File: src/verilog/gpio_port_pkg.sv
// constants shared by the general-purpose i/o port block
package gpio_port_pkg;

    // ------------------------------------------------------------------
    // geometry
    // ------------------------------------------------------------------
    localparam int unsigned PIN_COUNT = 16;
    localparam int unsigned FIELD_W = 4;
    localparam int unsigned DATA_W = 32;
    localparam int unsigned CFG_W = PIN_COUNT * FIELD_W;

    typedef logic [PIN_COUNT-1:0] pin_vec_t;
    typedef logic [FIELD_W-1:0] pin_field_t;
    typedef logic [DATA_W-1:0] word_t;

    // ------------------------------------------------------------------
    // register byte offsets
    // ------------------------------------------------------------------
    localparam logic [7:0] OFS_PORT_CONFIG_LOW = 8'h00;
    localparam logic [7:0] OFS_PORT_CONFIG_HIGH = 8'h04;
    localparam logic [7:0] OFS_PORT_INPUT_DATA = 8'h08;
    localparam logic [7:0] OFS_PORT_OUTPUT_DATA = 8'h0c;
    localparam logic [7:0] OFS_PORT_BIT_SET_CLEAR = 8'h10;
    localparam logic [7:0] OFS_PORT_BIT_CLEAR = 8'h14;
    localparam logic [7:0] OFS_PORT_CONFIG_LOCK = 8'h18;
    localparam logic [7:0] OFS_PORT_REMAP = 8'h1c;

    // ------------------------------------------------------------------
    // per-pin field layout: speed in low two bits, config field above
    // ------------------------------------------------------------------
    localparam int unsigned SPEED_LSB = 0;
    localparam int unsigned CONFIG_LSB = 2;

    localparam logic [1:0] SPEED_INPUT = 2'h0;
    localparam logic [1:0] SPEED_10MHZ = 2'h1;
    localparam logic [1:0] SPEED_2MHZ = 2'h2;
    localparam logic [1:0] SPEED_50MHZ = 2'h3;

    // output variants
    localparam logic [1:0] CFG_GP_PUSH_PULL = 2'h0;
    localparam logic [1:0] CFG_GP_OPEN_DRAIN = 2'h1;
    localparam logic [1:0] CFG_AF_PUSH_PULL = 2'h2;
    localparam logic [1:0] CFG_AF_OPEN_DRAIN = 2'h3;
    // input variants
    localparam logic [1:0] CFG_IN_ANALOG = 2'h0;
    localparam logic [1:0] CFG_IN_FLOATING = 2'h1;
    localparam logic [1:0] CFG_IN_PULLED = 2'h2;

    // reset nibbles: floating input, and pulled input for debug pins
    localparam pin_field_t FIELD_RESET = 4'h4;
    localparam pin_field_t FIELD_PULLED = 4'h8;

    // ------------------------------------------------------------------
    // bit set/clear and lock layout
    // ------------------------------------------------------------------
    localparam int unsigned CLEAR_SHIFT = 16;
    localparam int unsigned LOCK_KEY_BIT = 16;

endpackage : gpio_port_pkg

File: src/verilog/gpio_port_bit_config.sv
// general-purpose i/o port with per-pin mode, atomic set/clear and lock
//
// Implementation choices: strobed register access and the register offsets.
`timescale 1ns/1ps
`default_nettype none

// Behaviour
// - speed field zero means input; 01, 10, 11 pick output slew
// - config field picks push-pull/open-drain/alternate, or analog/floating/pulled
// - reset leaves alternates off and every pin except the debug pins a floating input
// - debug pins come up as pulled inputs, up or down per pin
// - pulled input: output bit 1 pulls up, 0 pulls down
// - general output drives the pin from its output data bit
// - open-drain: 0 pulls low, 1 releases; high side never driven
// - push-pull: 0 drives low, 1 drives high
// - input data samples every pin every cycle in all modes except analog input
// - output and alternate modes keep pull resistors off
// - input mode disables driver, keeps receiver active except in analog mode
// - output data reads last written value; input data reads pin level
// - set/clear writes change only selected output bits in one access
// - alternate output drives pin from peripheral signal, not output data
// - alternate output with idle peripheral may show any level
// - bidirectional alternate keeps the input path active as floating
// - after lock sequence a pin's configuration is frozen until reset
// - remap settings move peripheral functions onto alternative pins
// - analog input: driver, receiver, pulls off; input data reads 0
module gpio_port_bit_config #(
    parameter int unsigned ADDR_W = 8,
    parameter logic [15:0] DEBUG_PULL_UP_MASK = 16'ha000,
    parameter logic [15:0] DEBUG_PULL_DOWN_MASK = 16'h4000
) (
    input wire logic clk,
    input wire logic srst,
    input wire logic [ADDR_W-1:0] reg_addr,
    input wire gpio_port_pkg::word_t reg_wdata,
    input wire logic reg_wr,
    input wire logic reg_rd,
    output gpio_port_pkg::word_t reg_rdata,
    input wire gpio_port_pkg::pin_vec_t pin_in,
    output gpio_port_pkg::pin_vec_t pin_out,
    output gpio_port_pkg::pin_vec_t pin_oe_n,
    output gpio_port_pkg::pin_vec_t pin_pull_up,
    output gpio_port_pkg::pin_vec_t pin_pull_down,
    output gpio_port_pkg::pin_vec_t pin_rx_enable,
    input wire gpio_port_pkg::pin_vec_t af_out,
    input wire gpio_port_pkg::pin_vec_t af_out_remap,
    output gpio_port_pkg::pin_vec_t peripheral_input_function,
    output gpio_port_pkg::pin_vec_t remap_select
);
    import gpio_port_pkg::*;

    initial begin
        if (ADDR_W < 8) begin
            $error("ADDR_W must be at least 8");
        end
        if ((DEBUG_PULL_UP_MASK & DEBUG_PULL_DOWN_MASK) != 16'h0000) begin
            $error("a debug pin cannot be pulled both up and down");
        end
    end

    // ------------------------------------------------------------------
    // helpers
    // ------------------------------------------------------------------
    function automatic pin_field_t field_of(input logic [CFG_W-1:0] cfg, input int unsigned pin);
        field_of = cfg[pin*FIELD_W +: FIELD_W];
    endfunction : field_of

    // reset image of all fields: debug pins pulled, the rest floating
    function automatic logic [CFG_W-1:0] reset_fields(input pin_vec_t pulled);
        logic [CFG_W-1:0] r;
        r = '0;
        for (int unsigned i = 0; i < PIN_COUNT; i++) begin
            r[i*FIELD_W +: FIELD_W] = pulled[i] ? FIELD_PULLED : FIELD_RESET;
        end
        reset_fields = r;
    endfunction : reset_fields

    // write 8 fields into half of the image, skipping locked pins
    function automatic logic [CFG_W-1:0] merge_half(input logic [CFG_W-1:0] cfg,
                                                   input word_t data, input logic high,
                                                   input pin_vec_t locked);
        logic [CFG_W-1:0] r;
        int unsigned p;
        r = cfg;
        for (int unsigned i = 0; i < PIN_COUNT / 2; i++) begin
            p = high ? i + PIN_COUNT / 2 : i;
            if (!locked[p]) begin
                r[p*FIELD_W +: FIELD_W] = data[i*FIELD_W +: FIELD_W];
            end
        end
        merge_half = r;
    endfunction : merge_half

    localparam pin_vec_t DEBUG_PULLED = DEBUG_PULL_UP_MASK | DEBUG_PULL_DOWN_MASK;
    localparam logic [CFG_W-1:0] CFG_RESET_IMAGE = reset_fields(DEBUG_PULLED);

    // ------------------------------------------------------------------
    // state
    // ------------------------------------------------------------------
    typedef enum logic [1:0] {
        LOCK_IDLE = 2'b00,
        LOCK_FIRST_ONE = 2'b01,
        LOCK_ZERO = 2'b10
    } lock_state_e;

    logic [CFG_W-1:0] cfg_q;
    pin_vec_t odr_q;
    pin_vec_t idr_q;
    pin_vec_t locked_q;
    logic lock_key_q;
    pin_vec_t lock_bits_q;
    lock_state_e lock_state_q;
    pin_vec_t remap_q;
    pin_vec_t pin_meta_q;
    pin_vec_t pin_sync_q;
    word_t rdata_q;
    pin_vec_t pin_out_q;
    pin_vec_t pin_oe_n_q;
    pin_vec_t pull_up_q;
    pin_vec_t pull_down_q;
    pin_vec_t rx_en_q;

    logic [7:0] word_addr;
    logic wr_cfg_low;
    logic wr_cfg_high;
    logic wr_odr;
    logic wr_set_clear;
    logic wr_clear;
    logic wr_lock;
    logic wr_remap;
    logic rd_lock;

    assign word_addr = reg_addr[7:0];
    assign wr_cfg_low = reg_wr && (word_addr == OFS_PORT_CONFIG_LOW);
    assign wr_cfg_high = reg_wr && (word_addr == OFS_PORT_CONFIG_HIGH);
    assign wr_odr = reg_wr && (word_addr == OFS_PORT_OUTPUT_DATA);
    assign wr_set_clear = reg_wr && (word_addr == OFS_PORT_BIT_SET_CLEAR);
    assign wr_clear = reg_wr && (word_addr == OFS_PORT_BIT_CLEAR);
    assign wr_lock = reg_wr && (word_addr == OFS_PORT_CONFIG_LOCK);
    assign wr_remap = reg_wr && (word_addr == OFS_PORT_REMAP);
    assign rd_lock = reg_rd && (word_addr == OFS_PORT_CONFIG_LOCK);

    // ------------------------------------------------------------------
    // per-pin mode decode
    // ------------------------------------------------------------------
    pin_vec_t in_mask;
    pin_vec_t analog_mask;
    pin_vec_t pulled_mask;
    pin_vec_t af_mask;
    pin_vec_t od_mask;
    pin_vec_t drive_val;

    always_comb begin
        pin_field_t f;
        logic [1:0] pin_config_field;
        f = '0;
        pin_config_field = '0;
        for (int unsigned i = 0; i < PIN_COUNT; i++) begin
            f = field_of(cfg_q, i);
            pin_config_field = f[CONFIG_LSB +: 2];
            in_mask[i] = f[SPEED_LSB +: 2] == SPEED_INPUT;
            analog_mask[i] = in_mask[i] && (pin_config_field == CFG_IN_ANALOG);
            pulled_mask[i] = in_mask[i] && (pin_config_field == CFG_IN_PULLED);
            af_mask[i] = !in_mask[i] && pin_config_field[1];
            od_mask[i] = !in_mask[i] && pin_config_field[0];
            // alternate source follows the remap choice
            drive_val[i] = af_mask[i] ? (remap_q[i] ? af_out_remap[i] : af_out[i]) : odr_q[i];
        end
    end

    // ------------------------------------------------------------------
    // pin input synchroniser and input data sampling
    // ------------------------------------------------------------------
    always_ff @(posedge clk) begin
        pin_meta_q <= pin_in;
        pin_sync_q <= pin_meta_q;
    end

    always_ff @(posedge clk) begin
        if (srst) begin
            idr_q <= '0;
        end else begin
            idr_q <= pin_sync_q & ~analog_mask;
        end
    end

    // ------------------------------------------------------------------
    // pad control outputs
    // ------------------------------------------------------------------
    always_ff @(posedge clk) begin
        if (srst) begin
            pin_out_q <= '0;
            pin_oe_n_q <= '1;
            pull_up_q <= '0;
            pull_down_q <= '0;
            rx_en_q <= '0;
        end else begin
            for (int unsigned i = 0; i < PIN_COUNT; i++) begin
                if (in_mask[i]) begin
                    pin_oe_n_q[i] <= 1'b1;
                    pin_out_q[i] <= 1'b0;
                    pull_up_q[i] <= pulled_mask[i] && odr_q[i];
                    pull_down_q[i] <= pulled_mask[i] && !odr_q[i];
                    rx_en_q[i] <= !analog_mask[i];
                end else begin
                    pull_up_q[i] <= 1'b0;
                    pull_down_q[i] <= 1'b0;
                    rx_en_q[i] <= 1'b1;
                    if (od_mask[i]) begin
                        pin_out_q[i] <= 1'b0;
                        pin_oe_n_q[i] <= drive_val[i];
                    end else begin
                        pin_out_q[i] <= drive_val[i];
                        pin_oe_n_q[i] <= 1'b0;
                    end
                end
            end
        end
    end

    // rx_en is low during reset and on analog input pins; other pins are released after the first cycle
    assign pin_out = pin_out_q;
    assign pin_oe_n = pin_oe_n_q;
    assign pin_pull_up = pull_up_q;
    assign pin_pull_down = pull_down_q;
    assign pin_rx_enable = rx_en_q;
    assign peripheral_input_function = idr_q;
    assign remap_select = remap_q;

    // ------------------------------------------------------------------
    // configuration with per-pin lock
    // ------------------------------------------------------------------
    always_ff @(posedge clk) begin
        if (srst) begin
            cfg_q <= CFG_RESET_IMAGE;
        end else if (wr_cfg_low) begin
            cfg_q <= merge_half(cfg_q, reg_wdata, 1'b0, locked_q);
        end else if (wr_cfg_high) begin
            cfg_q <= merge_half(cfg_q, reg_wdata, 1'b1, locked_q);
        end
    end

    always_ff @(posedge clk) begin
        if (srst) begin
            remap_q <= '0;
        end else if (wr_remap) begin
            remap_q <= reg_wdata[PIN_COUNT-1:0];
        end
    end

    // ------------------------------------------------------------------
    // output data with atomic set and clear
    // ------------------------------------------------------------------
    always_ff @(posedge clk) begin
        if (srst) begin
            odr_q <= DEBUG_PULL_UP_MASK;
        end else if (wr_odr) begin
            odr_q <= reg_wdata[PIN_COUNT-1:0];
        end else if (wr_set_clear) begin
            // set applied after clear so set wins
            odr_q <= (odr_q & ~reg_wdata[CLEAR_SHIFT +: PIN_COUNT]) | reg_wdata[PIN_COUNT-1:0];
        end else if (wr_clear) begin
            odr_q <= odr_q & ~reg_wdata[PIN_COUNT-1:0];
        end
    end

    // ------------------------------------------------------------------
    // lock sequence: write key 1, key 0, key 1 with the same pin bits
    // ------------------------------------------------------------------
    always_ff @(posedge clk) begin
        if (srst) begin
            lock_state_q <= LOCK_IDLE;
            lock_bits_q <= '0;
            locked_q <= '0;
            lock_key_q <= 1'b0;
        end else if (wr_lock) begin
            unique case (lock_state_q)
                LOCK_IDLE: begin
                    lock_bits_q <= reg_wdata[PIN_COUNT-1:0];
                    lock_state_q <= reg_wdata[LOCK_KEY_BIT] ? LOCK_FIRST_ONE : LOCK_IDLE;
                end
                LOCK_FIRST_ONE: begin
                    if (!reg_wdata[LOCK_KEY_BIT] && reg_wdata[PIN_COUNT-1:0] == lock_bits_q) begin
                        lock_state_q <= LOCK_ZERO;
                    end else begin
                        lock_bits_q <= reg_wdata[PIN_COUNT-1:0];
                        lock_state_q <= reg_wdata[LOCK_KEY_BIT] ? LOCK_FIRST_ONE : LOCK_IDLE;
                    end
                end
                LOCK_ZERO: begin
                    if (reg_wdata[LOCK_KEY_BIT] && reg_wdata[PIN_COUNT-1:0] == lock_bits_q) begin
                        locked_q <= locked_q | lock_bits_q;
                        lock_key_q <= 1'b1;
                    end
                    lock_state_q <= LOCK_IDLE;
                end
                default: begin
                    lock_state_q <= LOCK_IDLE;
                end
            endcase
        end else if (rd_lock) begin
            lock_state_q <= LOCK_IDLE;
        end
    end

    // ------------------------------------------------------------------
    // read data, one cycle after the read strobe
    // ------------------------------------------------------------------
    always_ff @(posedge clk) begin
        if (srst) begin
            rdata_q <= '0;
        end else if (reg_rd) begin
            unique case (word_addr)
                OFS_PORT_CONFIG_LOW: rdata_q <= cfg_q[DATA_W-1:0];
                OFS_PORT_CONFIG_HIGH: rdata_q <= cfg_q[CFG_W-1:DATA_W];
                OFS_PORT_INPUT_DATA: rdata_q <= {16'h0000, idr_q};
                OFS_PORT_OUTPUT_DATA: rdata_q <= {16'h0000, odr_q};
                OFS_PORT_CONFIG_LOCK: rdata_q <= {15'h0000, lock_key_q, locked_q};
                OFS_PORT_REMAP: rdata_q <= {16'h0000, remap_q};
                default: rdata_q <= '0;
            endcase
        end else begin
            rdata_q <= '0;
        end
    end

    assign reg_rdata = rdata_q;

    // ------------------------------------------------------------------
    // checks
    // ------------------------------------------------------------------
    a_reset_floating: assert property (@(posedge clk)
        srst |=> (cfg_q == CFG_RESET_IMAGE) && (locked_q == '0) && (odr_q == DEBUG_PULL_UP_MASK))
        else $error("configuration not at reset image after reset");

    a_idr_samples_pin: assert property (@(posedge clk) disable iff (srst)
        !$past(srst) |-> idr_q == ($past(pin_sync_q) & ~$past(analog_mask)))
        else $error("input data does not follow the pin");

    a_analog_reads_zero: assert property (@(posedge clk) disable iff (srst)
        ##1 ((analog_mask & ~$past(analog_mask) & idr_q) == '0)
            |-> ((($past(analog_mask) & idr_q) == '0) && (($past(analog_mask) & rx_en_q) == '0)))
        else $error("analog pin shows data or an active receiver");

    a_od_no_high: assert property (@(posedge clk) disable iff (srst)
        ##1 ($past(od_mask) & ~pin_oe_n & pin_out) == '0)
        else $error("open-drain pin driven high");

    a_pp_follows_odr: assert property (@(posedge clk) disable iff (srst)
        !srst |=> (($past(~in_mask & ~od_mask & ~af_mask)
                    & (pin_oe_n | (pin_out ^ $past(odr_q)))) == '0))
        else $error("push-pull pin does not show output data");

    a_pull_off_output: assert property (@(posedge clk) disable iff (srst)
        ##1 (($past(~in_mask) & (pin_pull_up | pin_pull_down)) == '0))
        else $error("pull resistor active on an output pin");

    a_input_no_drive: assert property (@(posedge clk) disable iff (srst)
        ##1 (($past(in_mask) & ~pin_oe_n) == '0))
        else $error("input pin is driven");

    a_pull_direction: assert property (@(posedge clk) disable iff (srst)
        !srst |=> ((pin_pull_up == ($past(pulled_mask) & $past(odr_q)))
             && (pin_pull_down == ($past(pulled_mask) & ~$past(odr_q)))))
        else $error("pull direction does not match output data");

    a_set_clear_atomic: assert property (@(posedge clk) disable iff (srst)
        wr_set_clear |=> odr_q == (($past(odr_q) & ~$past(reg_wdata[31:16])) | $past(reg_wdata[15:0])))
        else $error("set/clear write gave wrong output data");

    a_clear_only: assert property (@(posedge clk) disable iff (srst)
        wr_clear |=> odr_q == ($past(odr_q) & ~$past(reg_wdata[15:0])))
        else $error("clear write gave wrong output data");

    a_lock_holds: assert property (@(posedge clk) disable iff (srst)
        (wr_cfg_low || wr_cfg_high) && locked_q[0] |=> field_of(cfg_q, 0) == $past(field_of(cfg_q, 0)))
        else $error("locked pin configuration changed");

    a_read_output_data: assert property (@(posedge clk) disable iff (srst)
        reg_rd && (word_addr == OFS_PORT_OUTPUT_DATA) && !reg_wr
            |=> reg_rdata == {16'h0000, $past(odr_q)})
        else $error("output data read mismatch");

endmodule : gpio_port_bit_config

`default_nettype wire

File: config.mk
export PLATFORM = sky130hd
export DESIGN_NAME = gpio_port_bit_config
export DESIGN_NICKNAME = d
export VERILOG_FILES = /design/src/verilog/gpio_port_pkg.sv /design/src/verilog/gpio_port_bit_config.sv
export SDC_FILE = /design/constraint.sdc
export NUM_CORES = 1
export LEC_CHECK = 0
export ABC_AREA = 1
export BUFFER_PORTS_ARGS = -buffer_cell sky130_fd_sc_hd__buf_2
export CORE_MARGIN = 10
export CORE_UTILIZATION = 45
export DETAILED_ROUTE_END_ITERATION = 12
export PLACE_DENSITY = 0.79
export REMOVE_ABC_BUFFERS = 1
export SKIP_CTS_REPAIR_TIMING = 1
export SLEW_MARGIN = 5
export SYNTH_ARGS = -nofsm -noshare
export SYNTH_HDL_FRONTEND = slang
export SYNTH_SLANG_ARGS = --single-unit
File: constraint.sdc
create_clock -name clk -period 1.8 [get_ports clk]
set_input_delay 0.36 -clock clk [delete_from_list [all_inputs] [get_ports clk]]
set_output_delay 0.36 -clock clk [all_outputs]
set_load 0.01 [all_outputs]
==> impl_summary.log, run 1 <==
INFO  metric status = finished, final reports clean
INFO  metric die-width = 176.3 um
INFO  metric cts.clk_slew.worst_paths = 0.06 ns
INFO  metric fin_total_pwr = 0.01387 W
INFO  metric period_share = 90.96%
INFO  metric crit_path_frequent_cell = sky130_fd_sc_hd__nor2_1
INFO  metric core.rowCount = 57
INFO  metric per_cell_via_count_in_the_routed_design = 5.303
INFO  metric starting_density = 45.46%
INFO  metric portBuffers = 235
INFO  metric worst-setup-path-type = reg -> reg
INFO  metric clkSinkCount = slightly below 300
INFO  metric synth-edff-count = 0
INFO  metric routedWlPerCell = between 15 and 20 um
INFO  metric worst_pin_slew = 0.4501 ns
INFO  metric seq_area = 5826 sq um
INFO  metric switching_share = a little over a fifth
INFO  metric postSynthCellCount = 1401
INFO  metric grt_pass1_wl = 56.59 mm
INFO  metric drt-total-wl = 36.81 mm
INFO  metric drv_cap = 0
INFO  metric timing.critical_path.from = lock_bits_q[7]
INFO  metric path_cells = inv_1 -> nand2_1 -> nand2_1 -> nor2_1 -> nand2_1 -> nor2_4 -> nand3_4 -> nor2_1 -> nor2_1 -> nor2_1
INFO  metric drv_slew = 0
INFO  metric clock_tree.htree_level_count = 1
INFO  metric final_cell_area = about 14000 sq um
INFO  metric critPathMaxFanout = 16
INFO  metric detailed_place.area = 13000 sq um
INFO  metric mappedNetlistArea = 10990 sq um
INFO  metric initial_antenna_violation_count = 3
INFO  metric synthArstFlopShare = 0%
INFO  metric die_height = 176.3 um
INFO  metric fillerInstances = ~2100
INFO  metric post_synth.cell_area_avg = a little under 8 sq um
INFO  metric cts_buffer_depth = 3
INFO  metric tritoncts = done
INFO  metric combined_area_of_the_multi_input_logic_cells = roughly 4300 sq um
INFO  metric area_growth_syn_to_layout = 29.69%
INFO  metric ios = ~240
INFO  metric worst_slew_margin_rel = 69.76%
INFO  metric maximum_number_of_pins_on_one_net_before_global_route_repair = 52
INFO  metric grt_usage = 22.57%
INFO  metric power-per-cell-area = a little under 1000 nW/um^2
INFO  metric fin_nets = 1791
INFO  metric final_hold_viol_count = 0
INFO  metric crit_arrival = between 2 and 2.5 ns
INFO  metric gp_congestion = 0.9457
INFO  metric synth_top_area_share = 53.00%
INFO  metric achievable-frequency = 610.8 MHz
INFO  metric dpl.hpwl = 26.98 mm
INFO  metric timing.setup.tns = 0 ns
INFO  metric regToRegStartpoint = lock_bits_q[7]
INFO  metric postSynth.topFlopCell = sky130_fd_sc_hd__dfxtp_1
INFO  metric cpMaxStageDelayCell = sky130_fd_sc_hd__dfxtp_1
INFO  metric leakagePower = 6.190 nW
INFO  metric yosysWarningCount = 0
INFO  metric critical_path.startpoint_type = flop
INFO  metric layout-drive-gt1-share = 23.46%
INFO  metric routed-via-count = roughly 11000
INFO  metric clock_buffer_count_from_cts = 30
INFO  metric finish.cell_count_without_fillers = just over 2000
INFO  metric holdCritStartpoint = srst
INFO  metric first_pass_iters = 6
INFO  metric worst_skew_pair.late_latency = 0.56 ns
INFO  metric post-synth-top-area-cell = sky130_fd_sc_hd__dfxtp_1
INFO  metric fin_crit = 1.637 ns
INFO  metric finalSetupViolCount = 0
INFO  metric crit_path_end_kind = flop
INFO  metric share_seq_of_total_power = 47.3%
INFO  metric fin_worst_skew = 0.02266 ns
INFO  metric post_synth_num_cell_types = 30
INFO  metric core_region_area = 24180 sq um
INFO  metric required = between 2 and 2.5 ns
INFO  metric drt_iter0_drc = 1068
INFO  metric first_global_vias = between 10000 and 15000
INFO  metric rsz0062_at_grt = false
INFO  metric internal-power = 0.01091 W
INFO  metric ys_seq_elements = 291
INFO  metric synth.cells.most_frequent = sky130_fd_sc_hd__dfxtp_1, sky130_fd_sc_hd__nand2_1, sky130_fd_sc_hd__nor2_1
INFO  metric die_area = 31080 sq um
INFO  metric slowest_delay = ~0.35 ns
INFO  metric hold_class = in -> reg
INFO  metric post-synth-top-count-cell = sky130_fd_sc_hd__dfxtp_1
INFO  metric dpl.cell_count = roughly 2000
INFO  metric power_switching = approximately 0.0030 W
INFO  metric max-vdd-ir-drop = 0.6476 mV
INFO  metric clock_tree.root_cell = sky130_fd_sc_hd__clkbuf_16
INFO  metric power.combinational.fraction = between 4 and 5%
INFO  metric detailed_route_drc_error_count = 0
INFO  metric grt.overflow.total = 0
INFO  metric register_area_share_after_synthesis = 53.00%
INFO  metric power.share.clock = between 40% and 50%
INFO  metric leading_cell_types_by_total_area_after_synthesis = sky130_fd_sc_hd__dfxtp_1, sky130_fd_sc_hd__nand2_1, sky130_fd_sc_hd__nand3_1, sky130_fd_sc_hd__a21oi_1, sky130_fd_sc_hd__nor2_1
INFO  metric drt.antenna.violating_nets = 0
-- cell type report --
class / count / area share, %
clock inverters: 11 / 1.281
flip-flops and latches: 291 / 40.87
multi-input cells: 902 / 30.39
clock buffers: 44 / 6.276
inverters: 154 / 4.055
well taps: 324 / 2.844
diodes: 2 / 0.03511
repair buffers: 320 / 14.25
-- routing by layer --
layer / routed length, um / global-route usage (%)
met1: 15180 / 28.56
met2: 17130 / 37.55
met3: 3316 / 4.592
met4: 1162 / 7.736
met5: 17 / 0
-- critical path: cells and delay by family, from the launching register on --
kind	cells	cell delay [ns]
DFF	1	0.35
and+or+nand+nor	9	1.13
buffers and inverters	1	0.07
-- power by group through the flow --
stage	Sequential, W	Clock, W	Combinational (W)
6_report	0.00656	0.00668	0.000630
5_1_grt	0.00656	0.00703	0.000681
4_1_cts	0.00656	0.00673	0.000596
3_5_place_dp	0.00670	0	0.000593
3_3_place_gp	0.00670	0	0.000586
2_1_floorplan	0.00672	0	0.000199
-- flip-flops by register name, summed over array words and instances (netlist names), 16 cells and up --
register	count
odr_q	16
cfg_q	64
locked_q	16
reg_rdata	32
peripheral_input_function	16
lock_bits_q	16
remap_select	16
pin_sync_q	16
pin_out	16
pin_rx_enable	16
pin_pull_up	16
pin_meta_q	16
pin_oe_n	16
pin_pull_down	16
-- placed cells by master (no fill, tap or decap), types with 3 or more instances in the layout --
cell type and n:
sky130_fd_sc_hd__dfxtp_1 291, sky130_fd_sc_hd__nand2_1 249, sky130_fd_sc_hd__buf_2 234, sky130_fd_sc_hd__nor2_1 136
sky130_fd_sc_hd__inv_1 134, sky130_fd_sc_hd__nand3_1 132, sky130_fd_sc_hd__a21oi_1 116, sky130_fd_sc_hd__o21ai_0 86
sky130_fd_sc_hd__nor3_1 63, sky130_fd_sc_hd__buf_4 56, sky130_fd_sc_hd__clkbuf_16 31, sky130_fd_sc_hd__o211ai_1 26
sky130_fd_sc_hd__inv_2 20, sky130_fd_sc_hd__o22ai_1 18, sky130_fd_sc_hd__nor3b_1 18, sky130_fd_sc_hd__nor4_1 16
sky130_fd_sc_hd__dlygate4sd3_1 16, sky130_fd_sc_hd__buf_12 14, sky130_fd_sc_hd__nand2_2 8, sky130_fd_sc_hd__nor2_2 7
sky130_fd_sc_hd__nor2_4 7, sky130_fd_sc_hd__clkbuf_8 7, sky130_fd_sc_hd__o21ai_1 6, sky130_fd_sc_hd__clkbuf_1 6
sky130_fd_sc_hd__clkinv_2 5, sky130_fd_sc_hd__bufinv_16 5, sky130_fd_sc_hd__nand4_1 3
-- worst paths after layout --
check,to,cells past startpoint,slack (ns)
max reg2reg,locked_q[5],10,0.16
max,locked_q[5],10,0.16
min reg2reg,pin_sync_q[0],0,0.32
min,pin_rx_enable[15],2,0.07
-- cells by family after synthesis --
logic type                Yosys count  share of synthesized area, %
buffers and inverters             208                         7.695
and+or+nand+nor                   644                         26.55
xor gates and xnor gates            1                       0.07970
AOI/OAI and AO/OA                 255                         12.48
DFF                               291                         53.00
muxes                               2                        0.2049
-- stage by stage --
step	utilization [%]	worst slack (ns)	hold WS (ns)
floorplan	-	-1.335	0.3096
global placement	53.79	-0.08581	0.3100
detailed placement	53.79	-0.1026	0.3128
CTS	58.24	0.09117	-0.1050
global route	58.95	0.004204	0.07396
finish	58.96	0.1628	0.07045
Note: power is estimated with default switching activity, not from simulation.
==> run 2: changes to the inputs <==
--- a/config.mk
+++ b/config.mk
@@ -9,8 +9,9 @@
 export BUFFER_PORTS_ARGS = -buffer_cell sky130_fd_sc_hd__buf_2
 export CORE_MARGIN = 10
 export CORE_UTILIZATION = 45
+export CTS_BUF_LIST = sky130_fd_sc_hd__clkbuf_16
 export DETAILED_ROUTE_END_ITERATION = 12
-export PLACE_DENSITY = 0.79
+export PLACE_DENSITY = 0.71
 export REMOVE_ABC_BUFFERS = 1
 export SKIP_CTS_REPAIR_TIMING = 1
 export SLEW_MARGIN = 5
==> constraint.sdc (replaced) <==
create_clock -name clk -period 1.38 [get_ports clk]
set_input_delay 0.276 -clock clk [delete_from_list [all_inputs] [get_ports clk]]
set_output_delay 0.276 -clock clk [all_outputs]
set_load 0.01 [all_outputs]
==> impl_summary.log, run 2 (same netlist as run 1, synthesis figures left out) <==
INFO  metric status = complete, but fails checks (was finished, final reports clean)
INFO  metric failed_checks = negative setup slack
INFO  metric drt-total-wl = 37.26 mm (was 36.81 mm)
INFO  metric power-per-cell-area = 1143 nW/um^2 (was 973.1 nW/um^2)
INFO  metric achievable-frequency = 629.1 MHz (was 610.8 MHz)
INFO  metric routedWlPerCell = 17.70 um (was 17.97 um)
INFO  metric largest_reg_flops = 64 (unchanged)
INFO  metric drv_slew = 0 (unchanged)
INFO  metric slowest_delay = 0.35 ns (about the same)
INFO  metric crit_path_end_kind = flop (unchanged)
INFO  metric crit_arrival = 2.02 ns (was 2.12 ns)
INFO  metric final_hold_viol_count = 0 (unchanged)
INFO  metric portBuffers = 235 (unchanged)
INFO  metric worst_slew_margin_rel = 69.64% (was 69.76%)
INFO  metric drt.antenna.violating_nets = 0 (unchanged)
INFO  metric fin_nets = 1850 (was 1791)
INFO  metric die_area = 31080 sq um (unchanged)
INFO  metric layout-drive-gt1-share = 28.97% (was 23.46%)
INFO  metric maximum_number_of_pins_on_one_net_before_global_route_repair = 58 (was 52)
INFO  metric die-width = 176.3 um (unchanged)
INFO  metric finalSetupViolCount = 35 (was 0)
INFO  metric rsz0062_at_grt = true (was false)
INFO  metric first_pass_iters = 5 (was 6)
INFO  metric detailed_route_drc_error_count = 0 (unchanged)
INFO  metric period_share = 115.2% (was 90.96%)
INFO  metric critical_path.startpoint_type = flop (unchanged)
INFO  metric gp_congestion = 0.9478 (was 0.9457)
INFO  metric starting_density = 45.46% (unchanged)
INFO  metric crit_path_frequent_cell = sky130_fd_sc_hd__nand2_1 (was sky130_fd_sc_hd__nor2_1)
INFO  metric grt_usage = 23.01% (was 22.57%)
INFO  metric leakagePower = 6.425 nW (was 6.190 nW)
INFO  metric clock_tree.root_cell = sky130_fd_sc_hd__clkbuf_16 (unchanged)
INFO  metric clock_buffer_count_from_cts = 30 (unchanged)
INFO  metric max-vdd-ir-drop = 0.8036 mV (was 0.6476 mV)
INFO  metric regMostFlops = cfg_q (unchanged)
INFO  metric fin_total_pwr = 0.01683 W (was 0.01387 W)
INFO  metric dpl.hpwl = 27.51 mm (was 26.98 mm)
INFO  metric fin_crit = 1.590 ns (was 1.637 ns)
INFO  metric area_growth_syn_to_layout = 33.89% (was 29.69%)
INFO  metric cts_buffer_depth = 3 (unchanged)
INFO  metric first_global_vias = 10620 (was 10420)
INFO  metric finish.utilization = 60.87% (was 58.96%)
INFO  metric routed-via-count = 10850 (was 10860)
INFO  metric clock_tree.htree_level_count = 1 (unchanged)
INFO  metric worst_pin_slew = 0.4519 ns (was 0.4501 ns)
INFO  metric hold_class = in -> reg (unchanged)
INFO  metric fin_worst_skew = 0.01529 ns (was 0.02266 ns)
INFO  metric grt.overflow.total = 0 (unchanged)
INFO  metric drt_iter0_drc = 974 (was 1068)
INFO  metric initial_antenna_violation_count = 4 (was 3)
INFO  metric core.rowCount = 57 (unchanged)
INFO  metric finalWorstSetupSlack = -0.2096 ns (was 0.1628 ns)
INFO  metric timing.critical_path.max_delay_family = simple AND/OR/NAND/NOR gates (unchanged)
INFO  metric path_cells = inv_1 -> nand2_1 -> nand2_1 -> nor2_1 -> nand2_1 -> nor2_4 -> nand3_4 -> buf_12 -> a21oi_1 -> nor2_1 (was inv_1 -> nand2_1 -> nand2_1 -> nor2_1 -> nand2_1 -> nor2_4 -> nand3_4 -> nor2_1 -> nor2_1 -> nor2_1)
INFO  metric drv_cap = 0 (unchanged)
INFO  metric core_region_area = 24180 sq um (unchanged)
INFO  metric grt_pass1_wl = 57.32 mm (was 56.59 mm)
INFO  metric die_height = 176.3 um (unchanged)
INFO  metric ios = 236 (unchanged)
INFO  metric clkSinkCount = 291 (unchanged)
INFO  metric tritoncts = done (unchanged)
INFO  metric required = 1.82 ns (was 2.28 ns)
INFO  metric worst-setup-path-type = reg -> reg (unchanged)
INFO  metric critPathMaxFanout = 24 (was 16)
INFO  metric worst_skew_pair.late_latency = 0.55 ns (was 0.56 ns)
INFO  metric layout.cells.most_common_list = sky130_fd_sc_hd__dfxtp_1, sky130_fd_sc_hd__nand2_1, sky130_fd_sc_hd__buf_2, sky130_fd_sc_hd__inv_1, sky130_fd_sc_hd__nand3_1 (was sky130_fd_sc_hd__dfxtp_1, sky130_fd_sc_hd__nand2_1, sky130_fd_sc_hd__buf_2, sky130_fd_sc_hd__nor2_1, sky130_fd_sc_hd__inv_1)
INFO  metric per_cell_via_count_in_the_routed_design = 5.154 (was 5.303)
INFO  metric critical_path.n_buffers_inverters = 2 (was 1)
INFO  metric cpMaxStageDelayCell = sky130_fd_sc_hd__dfxtp_2 (was sky130_fd_sc_hd__dfxtp_1)
INFO  metric cts.clk_slew.worst_paths = 0.06 ns (about the same)
INFO  metric layout.cells.most_common = sky130_fd_sc_hd__dfxtp_1 (unchanged)
[run 2: stage by stage]
stage,std cells,instance area (sq um),setup TNS (ns),hold WS (ns),setup WS [ns]
6_report,2105,14720,-5.471,0.01785,-0.2096
5_1_grt,2103,14710,-9.142,0.01581,-0.3233
4_1_cts,2079,14300,-7.418,-0.1906,-0.2343
3_5_place_dp,2027,13410,-49.93,0.3121,-0.4848
3_3_place_gp,2027,13410,-45.05,0.3100,-0.4645
2_1_floorplan,1347,10720,-161.09,0.3037,-1.671
[run 2: worst register-to-register path, stage by stage (launching register included)]
cell	delay, ns
sky130_fd_sc_hd__dfxtp_2	0.35
sky130_fd_sc_hd__inv_1	0.06
sky130_fd_sc_hd__nand2_1	0.05
sky130_fd_sc_hd__nand2_1	0.06
sky130_fd_sc_hd__nor2_1	0.14
sky130_fd_sc_hd__nand2_1	0.10
sky130_fd_sc_hd__nor2_4	0.18
sky130_fd_sc_hd__nand3_4	0.13
sky130_fd_sc_hd__buf_12	0.19
sky130_fd_sc_hd__a21oi_1	0.14
sky130_fd_sc_hd__nor2_1	0.07
[run 2: layout make-up]
type                    instances  area, sq um
flip-flops and latches        291         5871
fillers                      2166         9460
clock inverters                21        112.6
clock buffers                  31        775.7
repair buffers                378         2505
diodes                          3        7.507
multi-input cells             903         4462
well taps                     324        405.4
inverters                     154        578.1
[run 2: metal layers]
layer	track usage [%]	up-vias	wire, um
li1	-	5344	-
met5	0	-	11
met2	37.39	439	17110
met1	28.93	4990	15460
met3	6.194	75	3510
met4	7.948	2	1173
[run 2: final timing paths]
check | startpoint | cells past startpoint | slack (ns) | to
max | lock_bits_q[7] | 10 | -0.21 | lock_bits_q[0]
min | reg_wdata[29] | 3 | 0.02 | cfg_q[29]
max reg2reg | lock_bits_q[7] | 10 | -0.21 | lock_bits_q[0]
min reg2reg | pin_meta_q[5] | 0 | 0.33 | pin_sync_q[5]
[run 2: where the power goes]
part,internal [W],leakage [nW],switching [W]
registers,0.00851,2.38,0.0000399
logic,0.000395,3.58,0.000521
clock network,0.00419,0.457,0.00317
